==> src/hdl/sram_host_pkg.sv <==
// constants and types shared by the static memory host controller
package sram_host_pkg;

  // ---------------------------------------------------------------
  // widths
  // ---------------------------------------------------------------
  localparam int unsigned ADDR_W = 18;
  localparam int unsigned DATA_W = 16;
  localparam int unsigned BE_W   = 2;

  // ---------------------------------------------------------------
  // timing figures in ns and the clock period
  // ---------------------------------------------------------------
  localparam int unsigned CLK_PERIOD_NS          = 20;
  localparam int unsigned READ_CYCLE_MIN_NS      = 45;
  localparam int unsigned ADDR_ACCESS_MAX_NS     = 45;
  localparam int unsigned OUTPUT_DRIVE_ACCESS_NS = 22;
  localparam int unsigned WRITE_PULSE_WIDTH_NS   = 35;
  localparam int unsigned WRITE_ADDR_SETUP_END_NS = 35;
  localparam int unsigned BYTE_SEL_WRITE_WIDTH_NS = 35;
  localparam int unsigned WRITE_DATA_SETUP_NS    = 25;
  localparam int unsigned WRITE_CYCLE_MIN_NS     = 45;
  localparam int unsigned WRITE_DATA_HOLD_NS     = 0;
  localparam int unsigned DRIVE_TURN_NS          = 18;

  // least times round up, never below one cycle
  function automatic int unsigned ns_to_cyc(input int unsigned ns);
    int unsigned c;
    c = (ns + CLK_PERIOD_NS - 1) / CLK_PERIOD_NS;
    return (c < 1) ? 1 : c;
  endfunction : ns_to_cyc

  function automatic int unsigned max2(input int unsigned a, input int unsigned b);
    return (a > b) ? a : b;
  endfunction : max2

  localparam int unsigned CNT_W = 4;
  // read: wait for address access plus two cycles for the two-stage input synchroniser
  localparam logic [CNT_W-1:0] RD_CYC =
    CNT_W'(max2(ns_to_cyc(READ_CYCLE_MIN_NS), ns_to_cyc(ADDR_ACCESS_MAX_NS)) + 2);
  // write strobe low: covers pulse width, address, byte select and data setup
  localparam logic [CNT_W-1:0] WR_PULSE_CYC =
    CNT_W'(max2(max2(ns_to_cyc(WRITE_PULSE_WIDTH_NS), ns_to_cyc(WRITE_ADDR_SETUP_END_NS)),
                max2(ns_to_cyc(BYTE_SEL_WRITE_WIDTH_NS), ns_to_cyc(WRITE_DATA_SETUP_NS))));
  // recovery after the strobe so the whole cycle meets its minimum
  localparam logic [CNT_W-1:0] WR_RECOV_CYC =
    CNT_W'(max2(ns_to_cyc(WRITE_CYCLE_MIN_NS) - WR_PULSE_CYC, 1));
  // bus turnaround before the host drives after a read
  localparam logic [CNT_W-1:0] TURN_CYC = CNT_W'(ns_to_cyc(DRIVE_TURN_NS));

  typedef enum logic [2:0] {
    ST_IDLE,
    ST_RD,
    ST_TURN,
    ST_WR_SETUP,
    ST_WR_PULSE,
    ST_WR_RECOV
  } host_state_t;

endpackage : sram_host_pkg

==> src/hdl/sram_host.sv <==
// host controller driving a 256K x 16 asynchronous static memory
// Functional notes
// - host holds write data 25 ns before and 0 ns after write end
// - read data valid by 45 ns; host keeps read cycles 45 ns or more
// - host gives 35 ns address setup, 35 ns pulses, 45 ns write cycle
// - host keeps address stable from write start until after write end
// - host holds written lane byte selects low 35 ns before write end
// - host keeps write strobe high through every read
// - host never toggles byte selects while deselected
// - host does not drive data while memory may drive it
// - host presents address no later than selects fall
`timescale 1ns/1ns
module sram_host (
  input  wire logic                              clk,
  input  wire logic                              rst_n,
  // user request side
  input  wire logic                              req_valid,
  input  wire logic                              req_write,
  input  wire logic [sram_host_pkg::ADDR_W-1:0]  req_addr,
  input  wire logic [sram_host_pkg::DATA_W-1:0]  req_wdata,
  input  wire logic [sram_host_pkg::BE_W-1:0]    req_be,
  output logic                                   req_ready,
  output logic                                   rsp_valid,
  output logic      [sram_host_pkg::DATA_W-1:0]  rsp_rdata,
  // memory pins
  output logic      [sram_host_pkg::ADDR_W-1:0]  mem_addr,
  output logic                                   chip_sel_n,
  output logic                                   write_en_n,
  output logic                                   out_en_n,
  output logic                                   upper_byte_sel_n,
  output logic                                   lower_byte_sel_n,
  output logic      [sram_host_pkg::DATA_W-1:0]  mem_dq_o,
  output logic                                   mem_dq_oe,
  input  wire logic [sram_host_pkg::DATA_W-1:0]  mem_dq_i
);

  // ---------------------------------------------------------------
  // state and pin registers
  // ---------------------------------------------------------------
  sram_host_pkg::host_state_t              st_q,    st_d;
  logic [sram_host_pkg::CNT_W-1:0]         cnt_q,   cnt_d;
  logic [sram_host_pkg::ADDR_W-1:0]        addr_q,  addr_d;
  logic [sram_host_pkg::DATA_W-1:0]        wdat_q,  wdat_d;
  logic [sram_host_pkg::BE_W-1:0]          be_q,    be_d;
  logic                                    cs_n_q,  cs_n_d;
  logic                                    we_n_q,  we_n_d;
  logic                                    oe_n_q,  oe_n_d;
  logic                                    ub_n_q,  ub_n_d;
  logic                                    lb_n_q,  lb_n_d;
  logic                                    dqoe_q,  dqoe_d;
  logic                                    rdy_q,   rdy_d;
  logic                                    rv_q,    rv_d;
  logic [sram_host_pkg::DATA_W-1:0]        rdat_q,  rdat_d;
  logic [sram_host_pkg::DATA_W-1:0]        dq_sync;

  // pin data crosses from the memory's timing into clk
  sram_bus_sync #(
    .W (sram_host_pkg::DATA_W)
  ) u_sync (
    .clk      (clk),
    .rst_n    (rst_n),
    .async_in (mem_dq_i),
    .sync_out (dq_sync)
  );

  // ---------------------------------------------------------------
  // next-state logic
  // ---------------------------------------------------------------
  // one access at a time; request taken only in idle with ready high
  always_comb begin
    st_d   = st_q;
    cnt_d  = cnt_q;
    addr_d = addr_q;
    wdat_d = wdat_q;
    be_d   = be_q;
    cs_n_d = cs_n_q;
    we_n_d = we_n_q;
    oe_n_d = oe_n_q;
    ub_n_d = ub_n_q;
    lb_n_d = lb_n_q;
    dqoe_d = dqoe_q;
    rdy_d  = rdy_q;
    rv_d   = 1'b0;
    rdat_d = rdat_q;
    case (st_q)
      sram_host_pkg::ST_IDLE: begin
        if (req_valid && rdy_q && (req_be != '0)) begin
          rdy_d  = 1'b0;
          addr_d = req_addr;                 // address leads the selects by a cycle in writes, moves with them in reads
          wdat_d = req_wdata;
          be_d   = req_be;
          if (req_write) begin
            st_d   = sram_host_pkg::ST_WR_SETUP;
            oe_n_d = 1'b1;                   // memory floats, host may drive
            dqoe_d = 1'b0;
          end else begin
            st_d   = sram_host_pkg::ST_RD;
            cnt_d  = sram_host_pkg::RD_CYC;
            cs_n_d = 1'b0;
            we_n_d = 1'b1;                   // strobe stays high in reads
            oe_n_d = 1'b0;
            ub_n_d = ~req_be[1];             // only requested lanes
            lb_n_d = ~req_be[0];
          end
        end
      end
      sram_host_pkg::ST_RD: begin
        // hold address and controls for the full access plus sync delay
        if (cnt_q == 4'h1) begin
          rv_d   = 1'b1;
          rdat_d = dq_sync;
          cs_n_d = 1'b1;
          oe_n_d = 1'b1;
          ub_n_d = 1'b1;                     // lane selects only move together with chip select
          lb_n_d = 1'b1;
          cnt_d  = sram_host_pkg::TURN_CYC;
          st_d   = sram_host_pkg::ST_TURN;
        end else begin
          cnt_d = cnt_q - 4'h1;
        end
      end
      sram_host_pkg::ST_TURN: begin
        // let the memory release the bus before anyone drives it
        if (cnt_q == 4'h1) begin
          st_d  = sram_host_pkg::ST_IDLE;
          rdy_d = 1'b1;
        end else begin
          cnt_d = cnt_q - 4'h1;
        end
      end
      sram_host_pkg::ST_WR_SETUP: begin
        // address stable before the write starts
        cs_n_d = 1'b0;
        ub_n_d = ~be_q[1];                   // only written lanes
        lb_n_d = ~be_q[0];
        dqoe_d = 1'b1;
        we_n_d = 1'b0;                       // select, strobe and lane selects low open the write
        cnt_d  = sram_host_pkg::WR_PULSE_CYC;
        st_d   = sram_host_pkg::ST_WR_PULSE;
      end
      sram_host_pkg::ST_WR_PULSE: begin
        // strobe width, address and data setup to the closing edge
        if (cnt_q == 4'h1) begin
          we_n_d = 1'b1;                     // strobe alone ends the write
          cnt_d  = sram_host_pkg::WR_RECOV_CYC;
          st_d   = sram_host_pkg::ST_WR_RECOV;
        end else begin
          cnt_d = cnt_q - 4'h1;
        end
      end
      sram_host_pkg::ST_WR_RECOV: begin
        // data and address held past the end, full cycle length met
        if (cnt_q == 4'h1) begin
          cs_n_d = 1'b1;
          ub_n_d = 1'b1;
          lb_n_d = 1'b1;
          dqoe_d = 1'b0;
          rdy_d  = 1'b1;
          st_d   = sram_host_pkg::ST_IDLE;
        end else begin
          cnt_d = cnt_q - 4'h1;
        end
      end
      default: begin
        st_d   = sram_host_pkg::ST_IDLE;
        cs_n_d = 1'b1;
        we_n_d = 1'b1;
        oe_n_d = 1'b1;
        ub_n_d = 1'b1;
        lb_n_d = 1'b1;
        dqoe_d = 1'b0;
        rdy_d  = 1'b1;
      end
    endcase
  end

  // ---------------------------------------------------------------
  // registers
  // ---------------------------------------------------------------
  // reset leaves the memory deselected and the bus released
  always_ff @(posedge clk) begin
    if (!rst_n) begin
      st_q   <= sram_host_pkg::ST_IDLE;
      cnt_q  <= '0;
      addr_q <= '0;
      wdat_q <= '0;
      be_q   <= '0;
      cs_n_q <= 1'b1;
      we_n_q <= 1'b1;
      oe_n_q <= 1'b1;
      ub_n_q <= 1'b1;
      lb_n_q <= 1'b1;
      dqoe_q <= 1'b0;
      rdy_q  <= 1'b1;
      rv_q   <= 1'b0;
      rdat_q <= '0;
    end else begin
      st_q   <= st_d;
      cnt_q  <= cnt_d;
      addr_q <= addr_d;
      wdat_q <= wdat_d;
      be_q   <= be_d;
      cs_n_q <= cs_n_d;
      we_n_q <= we_n_d;
      oe_n_q <= oe_n_d;
      ub_n_q <= ub_n_d;
      lb_n_q <= lb_n_d;
      dqoe_q <= dqoe_d;
      rdy_q  <= rdy_d;
      rv_q   <= rv_d;
      rdat_q <= rdat_d;
    end
  end

  // ---------------------------------------------------------------
  // outputs straight from flops
  // ---------------------------------------------------------------
  assign req_ready        = rdy_q;
  assign rsp_valid        = rv_q;
  assign rsp_rdata        = rdat_q;
  assign mem_addr         = addr_q;
  assign chip_sel_n       = cs_n_q;
  assign write_en_n       = we_n_q;
  assign out_en_n         = oe_n_q;
  assign upper_byte_sel_n = ub_n_q;
  assign lower_byte_sel_n = lb_n_q;
  assign mem_dq_o         = wdat_q;
  assign mem_dq_oe        = dqoe_q;

endmodule : sram_host

==> src/hdl/sram_bus_sync.sv <==
// two-stage synchroniser for the data pins read back from the memory
`timescale 1ns/1ns
module sram_bus_sync #(
  parameter int unsigned W = 16
) (
  input  wire logic         clk,
  input  wire logic         rst_n,
  input  wire logic [W-1:0] async_in,
  output logic      [W-1:0] sync_out
);

  logic [W-1:0] meta_q;
  logic [W-1:0] meta_d;
  logic [W-1:0] sync_q;
  logic [W-1:0] sync_d;

  // first stage feeds only the second stage
  always_comb begin
    meta_d = async_in;
    sync_d = meta_q;
  end

  always_ff @(posedge clk) begin
    if (!rst_n) begin
      meta_q <= '0;
      sync_q <= '0;
    end else begin
      meta_q <= meta_d;
      sync_q <= sync_d;
    end
  end

  assign sync_out = sync_q;

endmodule : sram_bus_sync

==> config.mk <==
export PLATFORM = sky130hd
export DESIGN_NAME = sram_host
export DESIGN_NICKNAME = d
export VERILOG_FILES = /design/src/hdl/sram_host_pkg.sv /design/src/hdl/sram_host.sv /design/src/hdl/sram_bus_sync.sv
export SDC_FILE = /design/constraint.sdc
export NUM_CORES = 1
export LEC_CHECK = 0
export ABC_AREA = 1
export BUFFER_PORTS_ARGS = -buffer_cell sky130_fd_sc_hd__buf_2
export CELL_PAD_IN_SITES_DETAIL_PLACEMENT = 1
export CELL_PAD_IN_SITES_GLOBAL_PLACEMENT = 2
export CORE_MARGIN = 8
export CORE_UTILIZATION = 30
export CTS_BUF_LIST = sky130_fd_sc_hd__clkbuf_16
export CTS_CLUSTER_SIZE = 25
export DETAILED_ROUTE_END_ITERATION = 6
export GPL_ROUTABILITY_DRIVEN = 1
export PLACE_DENSITY_LB_ADDON = 0.25
export SKIP_LAST_GASP = 1
export SLEW_MARGIN = 10
export SYNTH_ARGS = -nofsm -noshare
export SYNTH_HDL_FRONTEND = slang
export SYNTH_SLANG_ARGS = --single-unit
==> constraint.sdc <==
create_clock -name clk -period 3 [get_ports clk]
set_input_delay 0.15 -clock clk [delete_from_list [all_inputs] [get_ports clk]]
set_output_delay 0.15 -clock clk [all_outputs]
set_load 0.05 [all_outputs]
==> results.ini <==
[status]
status = completed

[cts]
cts_resized = 0
clockBufferDepth = 2
cts.sinks = 99
htree_num_levels = 3
cts_tree = done
cts_buffers = 9
clkTransAtPathRegs_ns = 0.07
clk-insertion-delay-late_ns = 0.34
cts_root_buf = clkbuf_16

[pwr]
power.switching_mw = 2.122
internal_power_mw = 2.901
p_comb_frac = 0.398
clkPwrFrac = 0.261
p_leak_nw = 2.657
switching_share = 0.4225
total_power_mw = 5.023
irDropWorstVdd_v = 0.0003199
seq_power_share = 0.341
power_density_nw_per_um2 = 1026

[synthesis]
synth_fa_ha_area_frac = 0.006727
synthTopCellsByArea = dfxtp_1 53%, nor2_1 12%, nand2_1 7.5%, inv_1 4.7%, o21ai_0 4.4%
synth_xor_area_frac = 0.002355
yosysTopAreaCellShare = 0.5328
synth_edf_count = 0
ys_seq_area_frac = 0.5328
synth_area_um2 = 3720
synthSimpleGateAreaFrac = 0.2721
muxShareOfSynthArea = 0
async_reset_ff_frac = 0
yosys.area.top_type = dfxtp_1
synth_fp_nets = 536
synth_compound_area_frac = 0.09620
yosysWarnings = 0
ys.flop_type = dfxtp_1
synth_seq_cells = 99
yosysUniqueCellTypes = 25
synth_top_family_by_area = simple AND/OR/NAND/NOR gates
avgSynthCellArea_um2 = 7.782
synth_cells = 478

[worst_hold_path]
hp-class = in2reg

[placed_design]
dpl.cell_count = 744
io_buffers = 113
dp.final_hpwl_um = 7512
dpl-instance-area_um2 = 4404
gp_congestion = 0.7900

[floorplan]
boundaryPins = 114
chipHeight_um = 127.4
core_area_um2 = 12060
die_x_um = 127.4
dieArea_um2 = 16220
start_util = 0.3084
rows = 40

[critical_path]
critPathKind = reg2reg
end_kind = register
r2r_slack_ns = 1.29
crit_arrival_ns = 1.95
critPathMaxFanout = 34
worst_setup_path_start_kind = register
required_ns = 3.23

[route]
drt-initial-drc-count = 89
drc = 0
vias_per_cell = 4.299
antenna_left = 0
first_pass_iters = 4
wirelength_um = 10380
wl_per_cell_um = 13.39
dr_total_vias = 3332

[global_route]
busiest_layer = met2
use_met1 = 0.1438
grt_max_degree = 50
grt_pass1_wl_um = 17030
antenna_found_initial = 0
grt_pass1_vias = 3536
grtUsageTotal = 0.1312
met2_usage = 0.2293
met3_usage = 0.04201
overflow = 0

[cells_and_area]
area_delta_synth_final_pct = 31.58
fin_cells = 775
fill_cells = 1475
drive_above_1_share = 0.2685
layout.nets = 660
stdcell_area_um2 = 4895
num_antenna_cells = 0

[timing]
whs_ns = 0.01809
fmax_mhz = 583.4
slew-limit-headroom = 0.4391
min_period_over_period = 0.5713
worstMarginPinSlew_ns = 0.8414
layout_min_cycle_time_ns = 1.714
fin_skew_ns = 0.005949
finalMaxSlewViolations = 0
grt_setup_unrepaired = false
final-hold-violation-count = 0
setup_violations = 0
timing.setup.tns_ns = 0

[run]
cap_violations = 0

[area by class of cell]
type                            instances  area [um2]  area share
Clock buffer                            9       225.2     0.04601
Clock inverter                          7       115.1     0.02352
Timing Repair Buffer                  132       745.7      0.1524
Inverter                               56       212.7     0.04346
Tap cell                              168       210.2     0.04294
Multi-Input combinational cell        304        1404      0.2868
Sequential cell                        99        1982      0.4049
[timing repair]
item                      4_1_cts  5_1_grt
hold buffers                   15        0
setup buffers                   0        0
hold endpoints to repair       15        0
[routing by layer]
| metal | up-vias | part of all wire | wire, um |
|---|---|---|---|
| met5 | - | 0 | 0 |
| met3 | 8 | 0.056 | 579 |
| met1 | 1537 | 0.44 | 4603 |
| met2 | 62 | 0.49 | 5052 |
| met4 | 0 | 0.014 | 142 |
| li1 | 1725 | - | - |
[critical path: stages (launching register included)]
cell	delay [ns]
dfxtp_1	0.40
nor2_4	0.19
nand2_4	0.10
nor2_4	0.33
inv_2	0.33
nor2_1	0.18
nor2_1	0.06
[layout by cell type (no fill, tap or decap)]
cell	n
dlygate4sd3_1	15
o21ai_1	23
inv_4	1
nand2_4	4
clkinvlp_4	1
inv_6	1
nor2_1	115
a21oi_2	2
nor2_2	2
a21oi_1	9
ha_1	2
buf_2	113
nor2_4	5
nand3_1	16
buf_4	4
nand2_2	6
clkbuf_16	9
inv_1	48
nand3_2	3
clkinv_2	1
nand4_1	5
inv_2	8
dfxtp_1	99
nand2_1	74
nor3_1	2
xnor2_1	1
o211ai_1	2
o21ai_0	33
bufinv_16	3
[through the flow]
stage	setup slack, ns	util
after global routing	1.091	0.4058
after CTS	1.248	0.4058
after floorplan	1.491	-
after detailed placement	1.258	0.3651
after global placement	1.322	0.3651
final	1.286	0.4058
[synthesized netlist by cell type (5+ instances only)]
cell type and instances:
buf_6 6, nor2_4 5, nand4_1 5, inv_1 47, nand2_2 6, nor2_1 115
nand3_1 16, inv_2 8, nand2_1 74, dfxtp_1 99, clkbuf_1 6, a21oi_1 9
o21ai_1 23, o21ai_0 33
[power groups by stage]
stage	clock [mW]	combinational, mW	sequential, mW
floorplan	0	0.922	2.36
global placement	0	1.98	1.74
detailed placement	0	2.01	1.75
CTS	1.36	2.03	1.72
global route	1.41	2.21	1.75
finish	1.31	2.00	1.71
[final timing paths]
kind,from,endpoint,cells past startpoint
worst max-delay path,st_q[0],mem_addr[0],6
worst min-delay path,mem_dq_i[0],u_sync.meta_q[0],3
worst max register to register,st_q[0],mem_addr[0],6
worst min register to register,u_sync.meta_q[9],u_sync.sync_out[9],2
[sequential cells by signal, indices dropped and copies added, names as in the netlist]
| register | flops |
|---|---|
| be_q | 2 |
| chip_sel_n | 1 |
| cnt_q | 4 |
| lower_byte_sel_n | 1 |
| mem_addr | 18 |
| mem_dq_o | 16 |
| mem_dq_oe | 1 |
| out_en_n | 1 |
| req_ready | 1 |
| rsp_rdata | 16 |
| rsp_valid | 1 |
| st_q | 3 |
| u_sync.meta_q | 16 |
| u_sync.sync_out | 16 |
| upper_byte_sel_n | 1 |
| write_en_n | 1 |
[kinds of logic (layout without fill, tap and decap cells)]
kind of cell	after synthesis	after routing
xor gates and xnor gates	1	1
and+or+nand+nor	232	232
DFF	99	99
adders and majority gates	2	2
AOI/OAI and AO/OA	69	69
buffers and inverters	75	204
(Power assumes the default switching activity.)
